===== src/hw/csf_pkg.sv =====
// Shared constants and types for the CAN status and fault flag logic.
// Assumes one clock (mclk) and a synchronous active-high reset everywhere.
package csf_pkg;

  // Command word of the real-time status read (leaves live bits alone)
  localparam logic [15:0] CSF_STATUS_READ_CMD = 16'h2180;
  // Command word of the latched CAN flag read (clears eligible flags)
  localparam logic [15:0] CSF_FLAG_READ_CMD = 16'hDF00;
  // Number of latched flags held by the block
  localparam int CSF_NUM_FLAGS = 9;
  // Wake-up receiver enable after power-on
  localparam logic CSF_WAKE_RX_RESET = 1'b1;
  // Flag cell value after reset
  localparam logic CSF_FLAG_RESET = 1'b0;
  // Live bits after reset (wake receiver on, driver and receiver off)
  localparam logic [2:0] CSF_LIVE_RESET = 3'h4;

  // Operating mode of the CAN interface, one-hot
  typedef enum logic [2:0] {
    CSF_MODE_NORMAL = 3'h1,
    CSF_MODE_RX_ONLY = 3'h2,
    CSF_MODE_SLEEP = 3'h4
  } csf_mode_e;

  // Latched fault and event flags, can_wake in bit 0
  typedef struct packed {
    logic bus_fault_confirmed;
    logic bus_fault_unconfirmed;
    logic over_current;
    logic bus_dom_clamp;
    logic txd_dom;
    logic rxd_high;
    logic rxd_low;
    logic over_temp;
    logic can_wake;
  } csf_flags_s;

  // Real-time state bits
  typedef struct packed {
    logic bus_wake_receiver_on;
    logic receiver_on;
    logic driver_on;
  } csf_live_s;

  // Whole state of the top module
  typedef struct packed {
    csf_mode_e mode;
    logic wake_rx_cfg;
    csf_live_s live;
  } csf_state_s;

  // Whole state of one flag cell
  typedef struct packed {
    logic flag;
  } csf_cell_s;

endpackage


===== src/hw/csf_flag_cell.sv =====
// One latched flag: set by its cause, cleared by a read once the cause is gone.
// Assumes cause and read strobe are synchronous to mclk.
`timescale 1ns/1ps
module csf_flag_cell
  import csf_pkg::*;
(
  input wire logic mclk,
  input wire logic rst,
  input wire logic cause,
  input wire logic read_clr,
  output logic flag
);

  // Registered state and its next value
  csf_cell_s state;
  csf_cell_s next_state;

  // Set wins over clear; a read only clears once the cause has gone
  always_comb begin
    next_state = state;
    if (cause) begin
      next_state.flag = 1'b1;
    end else if (read_clr) begin
      next_state.flag = 1'b0;
    end
  end

  // State register
  always_ff @(posedge mclk) begin
    if (rst) begin
      // Reset loads the constant value
      state.flag <= CSF_FLAG_RESET;
    end else begin
      state <= next_state;
    end
  end

  // Flag output straight from the register
  assign flag = state.flag;
endmodule


===== src/hw/csf_status_flags.sv =====
// CAN transceiver status and fault flag logic: live state bits and latched flags.
// Assumes detector outputs and host command strobes are synchronous to mclk,
// and that commands arrive already decoded from the serial port as strobes.
`timescale 1ns/1ps

// Notes on behaviour
// - Driver state bit shows driver enabled
// - Driver off by mode command or failure
// - Status read leaves live bits unchanged
// - Receiver state bit shows receiver enabled
// - Host sleep command disables the receiver
// - Wake receiver bit, host-set, on after reset
// - Bus wake latches flag, read clears it
// - Over-temperature latched, clears after recovery and read
// - Receive pin low fault latched until read
// - Receive pin high fault latched until read
// - Transmit pin dominant fault latched until read
// - Bus dominant timeout clamp flag latched
// - Over-current flag latched until recovery and read
// - Unconfirmed bus failure flag at pre-detection
// - Confirmed bus failure flag at detection
module csf_status_flags
  import csf_pkg::*;
#(
  parameter int NUM_FLAGS = CSF_NUM_FLAGS
)
(
  input wire logic mclk,
  input wire logic rst,
  input wire logic mode_wr,
  input wire csf_mode_e mode_in,
  input wire logic wake_cfg_wr,
  input wire logic wake_cfg_in,
  input wire logic rd_valid,
  input wire logic [15:0] rd_word,
  input wire logic can_wake_evt,
  input wire logic over_temp_det,
  input wire logic rxd_low_det,
  input wire logic rxd_high_det,
  input wire logic txd_dom_det,
  input wire logic bus_dom_clamp_det,
  input wire logic over_current_det,
  input wire logic bus_fault_pre_det,
  input wire logic bus_fault_det,
  output csf_live_s live,
  output csf_flags_s flags,
  output csf_mode_e mode
);

  // Registered state and its next value
  csf_state_s state;
  csf_state_s next_state;

  // Causes gathered in flag order
  csf_flags_s causes;
  // Latched flags as a plain vector
  logic [NUM_FLAGS-1:0] flag_vec;
  // Decoded strobe of a flag read
  logic flag_read;
  // Decoded strobe of a status read, used by checks only
  logic status_read;

  // Decode the two read command words
  assign flag_read = rd_valid && (rd_word == CSF_FLAG_READ_CMD);
  assign status_read = rd_valid && (rd_word == CSF_STATUS_READ_CMD);

  // Map each detector onto its flag
  always_comb begin
    causes = '0;
    causes.can_wake = can_wake_evt;
    causes.over_temp = over_temp_det;
    causes.rxd_low = rxd_low_det;
    causes.rxd_high = rxd_high_det;
    causes.txd_dom = txd_dom_det;
    causes.bus_dom_clamp = bus_dom_clamp_det;
    causes.over_current = over_current_det;
    causes.bus_fault_unconfirmed = bus_fault_pre_det;
    causes.bus_fault_confirmed = bus_fault_det;
  end

  // One flag cell per latched flag
  genvar gi;
  generate
    for (gi = 0; gi < NUM_FLAGS; gi++) begin : g_flag
      csf_flag_cell u_cell (
        .mclk(mclk),
        .rst(rst),
        .cause(causes[gi]),
        .read_clr(flag_read),
        .flag(flag_vec[gi])
      );
    end
  endgenerate

  // Flags seen by the host
  assign flags = csf_flags_s'(flag_vec);

  // Next state: mode and wake configuration from the host, live bits follow
  always_comb begin
    next_state = state;
    // Mode command, illegal codes ignored
    if (mode_wr) begin
      case (mode_in)
        CSF_MODE_NORMAL: begin
          next_state.mode = CSF_MODE_NORMAL;
        end
        CSF_MODE_RX_ONLY: begin
          next_state.mode = CSF_MODE_RX_ONLY;
        end
        CSF_MODE_SLEEP: begin
          next_state.mode = CSF_MODE_SLEEP;
        end
        default: begin
          next_state.mode = state.mode;
        end
      endcase
    end
    // Wake-up receiver enable set by the host
    if (wake_cfg_wr) begin
      next_state.wake_rx_cfg = wake_cfg_in;
    end
    // Driver on only in normal mode with no transmit or thermal fault
    next_state.live.driver_on = (state.mode == CSF_MODE_NORMAL)
      && !flags.txd_dom && !flags.over_temp;
    // Receiver off only in sleep
    next_state.live.receiver_on = (state.mode != CSF_MODE_SLEEP);
    // Wake receiver mirrors its configuration bit
    next_state.live.bus_wake_receiver_on = state.wake_rx_cfg;
    // No read term enters the live bits
  end

  // State register, constants only under reset
  always_ff @(posedge mclk) begin
    if (rst) begin
      state.mode <= CSF_MODE_NORMAL;
      state.wake_rx_cfg <= CSF_WAKE_RX_RESET;
      state.live <= csf_live_s'(CSF_LIVE_RESET);
    end else begin
      state <= next_state;
    end
  end

  // Outputs from registers
  assign live = state.live;
  assign mode = state.mode;
endmodule


===== config.mk =====
export PLATFORM = sky130hd
export DESIGN_NAME = csf_status_flags
export DESIGN_NICKNAME = d
export VERILOG_FILES = /design/src/hw/csf_pkg.sv /design/src/hw/csf_flag_cell.sv /design/src/hw/csf_status_flags.sv
export SDC_FILE = /design/constraint.sdc
export NUM_CORES = 1
export LEC_CHECK = 0
export BUFFER_PORTS_ARGS = -buffer_cell sky130_fd_sc_hd__clkbuf_2
export CAP_MARGIN = 0
export CELL_PAD_IN_SITES_DETAIL_PLACEMENT = 0
export CELL_PAD_IN_SITES_GLOBAL_PLACEMENT = 1
export CORE_ASPECT_RATIO = 1.25
export CORE_UTILIZATION = 30
export CTS_CLUSTER_DIAMETER = 100
export DETAILED_ROUTE_END_ITERATION = 10
export PLACE_DENSITY = 0.92
export SKIP_LAST_GASP = 1
export SYNTH_ARGS = -nofsm -noshare
export SYNTH_HDL_FRONTEND = slang
export SYNTH_SLANG_ARGS = --single-unit

===== constraint.sdc =====
create_clock -name mclk -period 3.45 [get_ports mclk]
set_clock_uncertainty 0.1 [all_clocks]
set_input_delay 0.69 -clock mclk [delete_from_list [all_inputs] [get_ports mclk]]
set_output_delay 0.69 -clock mclk [all_outputs]
set_load 0.02 [all_outputs]

==> flow_summary_export.csv, run 1 <==
group,metric,value,unit
timing,setup_violations,0,
placement,dp_slack,1610,ps
worst_setup_path,cp_slowest_stage_delay,410,ps
floorplan,core_area,2260,sq um
synth,ys_seq_elements,16,
synth,synth_top_area_cell,"dfxtp_1",
worst_setup_path,cp-end-kind,"output pin",
power_and_ir_drop,power.leakage,0.460,nW
floorplan,die-height,57.7,um
worst_setup_path,worst-setup-path-type,"register to output pin",
cts,hold_buffers,0,
hold_path,min_path_cells,1,
worst_setup_path,r2r_end,"live[0]",
placement,port_buffers,48,
timing,post-route-min-period,1680,ps
route,drcViolationCount,0,
cts,clock-sinks,16,
timing,slew_viol_final,0,
route,totalWireLength,1640,um
grt,grt_usage,0.130,
cts,clk_latency,280,ps
worst_setup_path,worstPathMaxFanout,5,
cts,cts_made_buffers,3,
synth,synth_edf_count,0,
synth,yosys_warnings,0,
route,drt_iter0_drc,7,
timing,max_freq,0.597,GHz
final_layout,final_nets,157,
worst_setup_path,startpoint_type,"register",
final_layout,final_common_cell,"clkbuf_2",
synth,synth_cell_type_count,24,
final_layout,mostFrequentLayoutCells,"48 x clkbuf_2, 16 x dfxtp_1, 14 x a21oi_1",
worst_setup_path,cp-startpoint,"mode[2]",
grt,grt_pass1_vias,666,
floorplan,fp-row-count,19,
hold_path,worstHoldStart,"next_state[2]",
worst_setup_path,cp_top_family,"flip-flops",
grt,grt_max_degree,17,
timing,finalHoldViolCount,0,
grt,grt_pass1_wl,2570,um
synth,syn_inst,82,
worst_setup_path,path_cells,"clkbuf_2",
cts,cts-htree-levels,1,
final_layout,num_antenna_cells,0,
synth,synthArstFlopShare,0,
cts,cts_tree,"yes",
synth,syn_area_per_cell,9.06,sq um
timing,rsz0062_at_grt,"false",
route,via_per_inst,4.75,
floorplan,ioPinCount,49,
grt,overflow,0,
timing,slew_headroom,0.728,
placement,place.gp.congestion,0.756,
timing,postLayoutSetupSlackWorst,1770,ps
route,route.antenna.remaining_nets,0,
final_layout,n_fill_cell,234,
worst_setup_path,reg2reg_from,"mode[1]",
synth,synth_nets,116,
power_and_ir_drop,p_per_area,407,nW/um^2
cts,post-cts-setup-buffers,0,
worst_setup_path,crit_buf_inv,1,
placement,hpwl,1270,um
cts,clk_pin_slew,90,ps
timing,tns,0,ps
floorplan,die_w,46.5,um
worst_setup_path,critPathArrivalTime,890,ps
worst_setup_path,worstRegToRegCells,2,
synth,synth_top_cell_area_share,0.431,
worst_setup_path,r2r_slack,2300,ps
placement,dp_cells,149,
timing,timing.hold.ws,348,ps
run_status,status,"finished clean",
timing,tightest_slew,405,ps
synth,syn_area,743,sq um
worst_setup_path,critical-path-slowest-cell,"dfxtp_1",
run,maxCapViolCount,0,
worst_setup_path,required,2660,ps
final_layout,instances_no_fill,153,
power_and_ir_drop,peakVddDrop,0.000177,V
floorplan,start_util,0.329,
synth,synth.area.top_cells,"dfxtp_1 43%, buf_4 10%, a21oi_1 9.4%",
floorplan,dieArea,2680,sq um
cts,clockBufferDepth,2,
cts,postCtsResizedCells,0,
final_layout,post_route_cells_drive_above_1_share,0.451,
synth,synthFlopType,"dfxtp_1",
route,post_drt_wl_per_cell,10.7,um
synth,yosysSeqAreaShare,0.431,
grt,antenna_found_initial,0,
route,drt_pass1_iterations,4,
route,dr_total_vias,726,
final_layout,syn2layout_area_growth,31.3,%
hold_path,hold_path_end,"live[2]",
hold_path,hp-class,"register to register",
timing,final.period_utilization,0.486,
cts,ctsRootBufferMaster,"clkbuf_4",
-- stage by stage --
stage	util	area (sq um)	total power, mW
global route	0.432	976	0.420
finish	0.432	976	0.397
floorplan	-	743	0.253
global placement	0.416	940	0.278
detailed placement	0.416	940	0.280
CTS	0.432	976	0.403
-- layout make-up --
| type | count | area (sq um) | share of cell area |
|---|---|---|---|
| Multi-Input combinational cell | 53 | 337 | 0.345 |
| Inverter | 1 | 3.75 | 0.00385 |
| Timing Repair Buffer | 48 | 240 | 0.246 |
| Tap cell | 31 | 38.8 | 0.0397 |
| Clock buffer | 4 | 36.3 | 0.0372 |
| Sequential cell | 16 | 320 | 0.328 |
-- routing by layer --
layer	GRT usage	vias up	part of all wire	wire length [um]
met5	0	-	0	0
met1	0.127	318	0.43	701
met3	0.0312	2	0.073	119
li1	-	374	-	-
met2	0.238	32	0.49	808
met4	0.0630	0	0.0061	10
-- registers in the layout, indices dropped and copies added, names as in the netlist --
signal              flops
g_flag.u_cell.flag      9
live                    3
mode                    3
next_state              1
-- power by group --
group	total, mW	switching [mW]	internal, mW
Clock	0.122	0.0574	0.0641
Combinational	0.0713	0.0381	0.0332
Sequential	0.204	0.00709	0.197
Total	0.397	0.103	0.294
-- worst max path at each step --
stage / endpoint / slack (ps) / cells past startpoint
floorplan: g_flag[0].u_cell.flag / 1900 / 4
global placement: g_flag[6].u_cell.flag / 1660 / 4
detailed placement: g_flag[5].u_cell.flag / 1610 / 4
CTS: mode[2] / 1750 / 1
global route: mode[2] / 1720 / 1
finish: mode[2] / 1770 / 1
-- synth_stat cells, types with 2 or more instances --
cell type and number:
dfxtp_1 16, nor3_1 10, clkbuf_1 2, a21oi_1 14
buf_4 10, a211o_1 3, o21bai_1 9, o21ai_0 2
-- cell families (layout without fill, tap and decap cells) --
kind of cell           Yosys count  in the layout  share of synthesized area
AO/OA/AOI/OAI                   29             29                      0.244
AND/OR/NAND/NOR                 23             23                      0.197
flip-flops                      16             16                      0.431
buffers and inverters           13             53                      0.116
XOR/XNOR                         1              1                     0.0118
Power figures use the tool's default switching activity.
==> inputs of run 2 (changes only) <==
Settings changed: ABC_AREA from default to 1, CORE_UTILIZATION 30 to 23, PLACE_DENSITY 0.92 to 0.82.
Clock period 3.45 ns to 1.4 ns, I/O delays scaled along.
==> run 2 against run 1 <==
Effect of this change: hold slack got worse by 260 ps; global-route usage down 2.9 points; critical path depth stayed put; cell count is 16% higher; clock-buffer cell count unchanged.
==> flow_summary_export.csv, run 2 <==
group,metric,value,unit
run_status,status,"finished clean",
cts,clock-sinks,16,
power_and_ir_drop,peakVddDrop,0.000529,V
timing,slew_viol_final,0,
synth,yosysSeqAreaShare,0.445,
cts,cts-htree-levels,1,
worst_setup_path,worstRegToRegCells,3,
worst_setup_path,path_depth,1,
floorplan,die-height,64.5,um
power_and_ir_drop,power.leakage,0.561,nW
floorplan,start_util,0.244,
floorplan,ioPinCount,49,
timing,final.period_utilization,0.897,
synth,synth_top_area_cell,"dfxtp_1",
final_layout,n_fill_cell,322,
final_layout,final_nets,177,
timing,post-route-min-period,1260,ps
worst_setup_path,path_cells,"clkbuf_2",
synth,syn_area_per_cell,7.19,sq um
route,via_per_inst,4.12,
worst_setup_path,cp_slowest_stage_delay,400,ps
worst_setup_path,cp-end-kind,"output pin",
floorplan,core_area,2950,sq um
cts,ctsRootBufferMaster,"clkbuf_4",
synth,syn_inst,100,
power_and_ir_drop,p_per_area,1000,nW/um^2
synth,ys_seq_elements,16,
grt,grt_pass1_vias,671,
synth,synth_cell_type_count,14,
grt,antenna_found_initial,0,
cts,clk_latency,280,ps
floorplan,dieArea,3360,sq um
final_layout,post_route_cells_drive_above_1_share,0.380,
timing,rsz0062_at_grt,"false",
final_layout,final_common_cell,"clkbuf_2",
cts,cts_tree,"yes",
grt,grt_max_degree,15,
timing,tns,0,ps
worst_setup_path,required,1020,ps
cts,postCtsResizedCells,0,
grt,overflow,0,
synth,synthFlopType,"dfxtp_1",
floorplan,die_w,52.0,um
cts,cts_made_buffers,3,
worst_setup_path,worst-setup-path-type,"register to output pin",
placement,place.gp.congestion,0.619,
worst_setup_path,startpoint_type,"register",
final_layout,top_register,"g_flag.u_cell.flag",
synth,yosysMostFrequentCell,"nand2_1",
cts,clockBufferDepth,2,
cts,clk_pin_slew,90,ps
final_layout,syn2layout_area_growth,34.8,%
hold_path,min_path_cells,2,
synth,synth.area.top_cells,"dfxtp_1 45%, nand2_1 11%, inv_1 9.9%",
final_layout,fin_util,0.329,
route,drt_iter0_drc,7,
synth,synth_top_cell_area_share,0.445,
timing,setup_violations,0,
route,dr_total_vias,733,
grt,grt_usage,0.101,
cts,post-cts-setup-buffers,0,
timing,finalHoldViolCount,0,
route,drcViolationCount,0,
final_layout,num_antenna_cells,0,
worst_setup_path,critPathArrivalTime,880,ps
worst_setup_path,crit_buf_inv,1,
timing,slew_headroom,0.774,
route,totalWireLength,1530,um
route,route.antenna.remaining_nets,0,
power_and_ir_drop,finalPower,0.972,mW
final_layout,top_regs,"g_flag.u_cell.flag (9), live (3), mode (3)",
floorplan,fp-row-count,22,
synth,synth_edf_count,0,
route,post_drt_wl_per_cell,8.61,um
run,maxCapViolCount,0,
hold_path,hp-class,"input port to register",
final_layout,mostFrequentLayoutCells,"48 x clkbuf_2, 21 x nand2_1, 19 x inv_1",
route,drt_pass1_iterations,4,
timing,max_freq,0.797,GHz
final_layout,largest_reg_flops,9,
synth,synth_nets,134,
synth,ys_top_cells_by_count,"21 x nand2_1, 19 x inv_1, 16 x dfxtp_1",
timing,timing.hold.ws,91.5,ps
synth,yosys_warnings,0,
synth,synthArstFlopShare,0,
worst_setup_path,worstPathMaxFanout,4,
placement,hpwl,1270,um
timing,tightest_slew,337,ps
synth,syn_area,719,sq um
placement,port_buffers,48,
grt,grt_pass1_wl,2520,um
cts,hold_buffers,0,
worst_setup_path,cp_top_family,"flip-flops",
worst_setup_path,critical-path-slowest-cell,"dfxtp_1",
[run 2: final cells by class]
type                            count  area (sq um)  share of cell area
Sequential cell                    16           320               0.330
Multi-Input combinational cell     55           256               0.265
Inverter                           19          71.3              0.0735
Clock buffer                        4          36.3              0.0374
Timing Repair Buffer               48           240               0.248
Tap cell                           36          45.0              0.0465
[run 2: power by group]
group          internal (mW)  switching (mW)
logic                 0.0749          0.0969
clock network          0.158           0.141
registers              0.485          0.0162
total                  0.718           0.254
[run 2: final timing paths]
path / startpoint / endpoint / slack (ps)
setup reg to reg: g_flag[1].u_cell.flag / live[0] / 590
hold reg to reg: next_state[2] / live[2] / 330
setup / recovery: mode[1] / mode[1] / 140
hold / removal: wake_cfg_wr / next_state[2] / 90
[run 2: kinds of logic after synthesis]
group | after synthesis | share of synthesized area
and+or+nand+nor | 39 | 0.245
buffers and inverters | 29 | 0.198
DFF | 16 | 0.445
AOI/OAI and AO/OA | 16 | 0.111
[run 2: metal layers]
layer  wire length, um  track usage
met1               604        0.102
met2               788        0.179
met4                10       0.0507
met5                 0            0
met3               130       0.0305
[run 2: stage by stage]
stage | instances | setup slack [ps] | area, sq um
3_5_place_dp | 174 | 140 | 933
2_1_floorplan | 100 | 291 | 719
4_1_cts | 178 | 141 | 970
6_report | 178 | 145 | 970
3_3_place_gp | 174 | 167 | 933
5_1_grt | 178 | 99.6 | 970
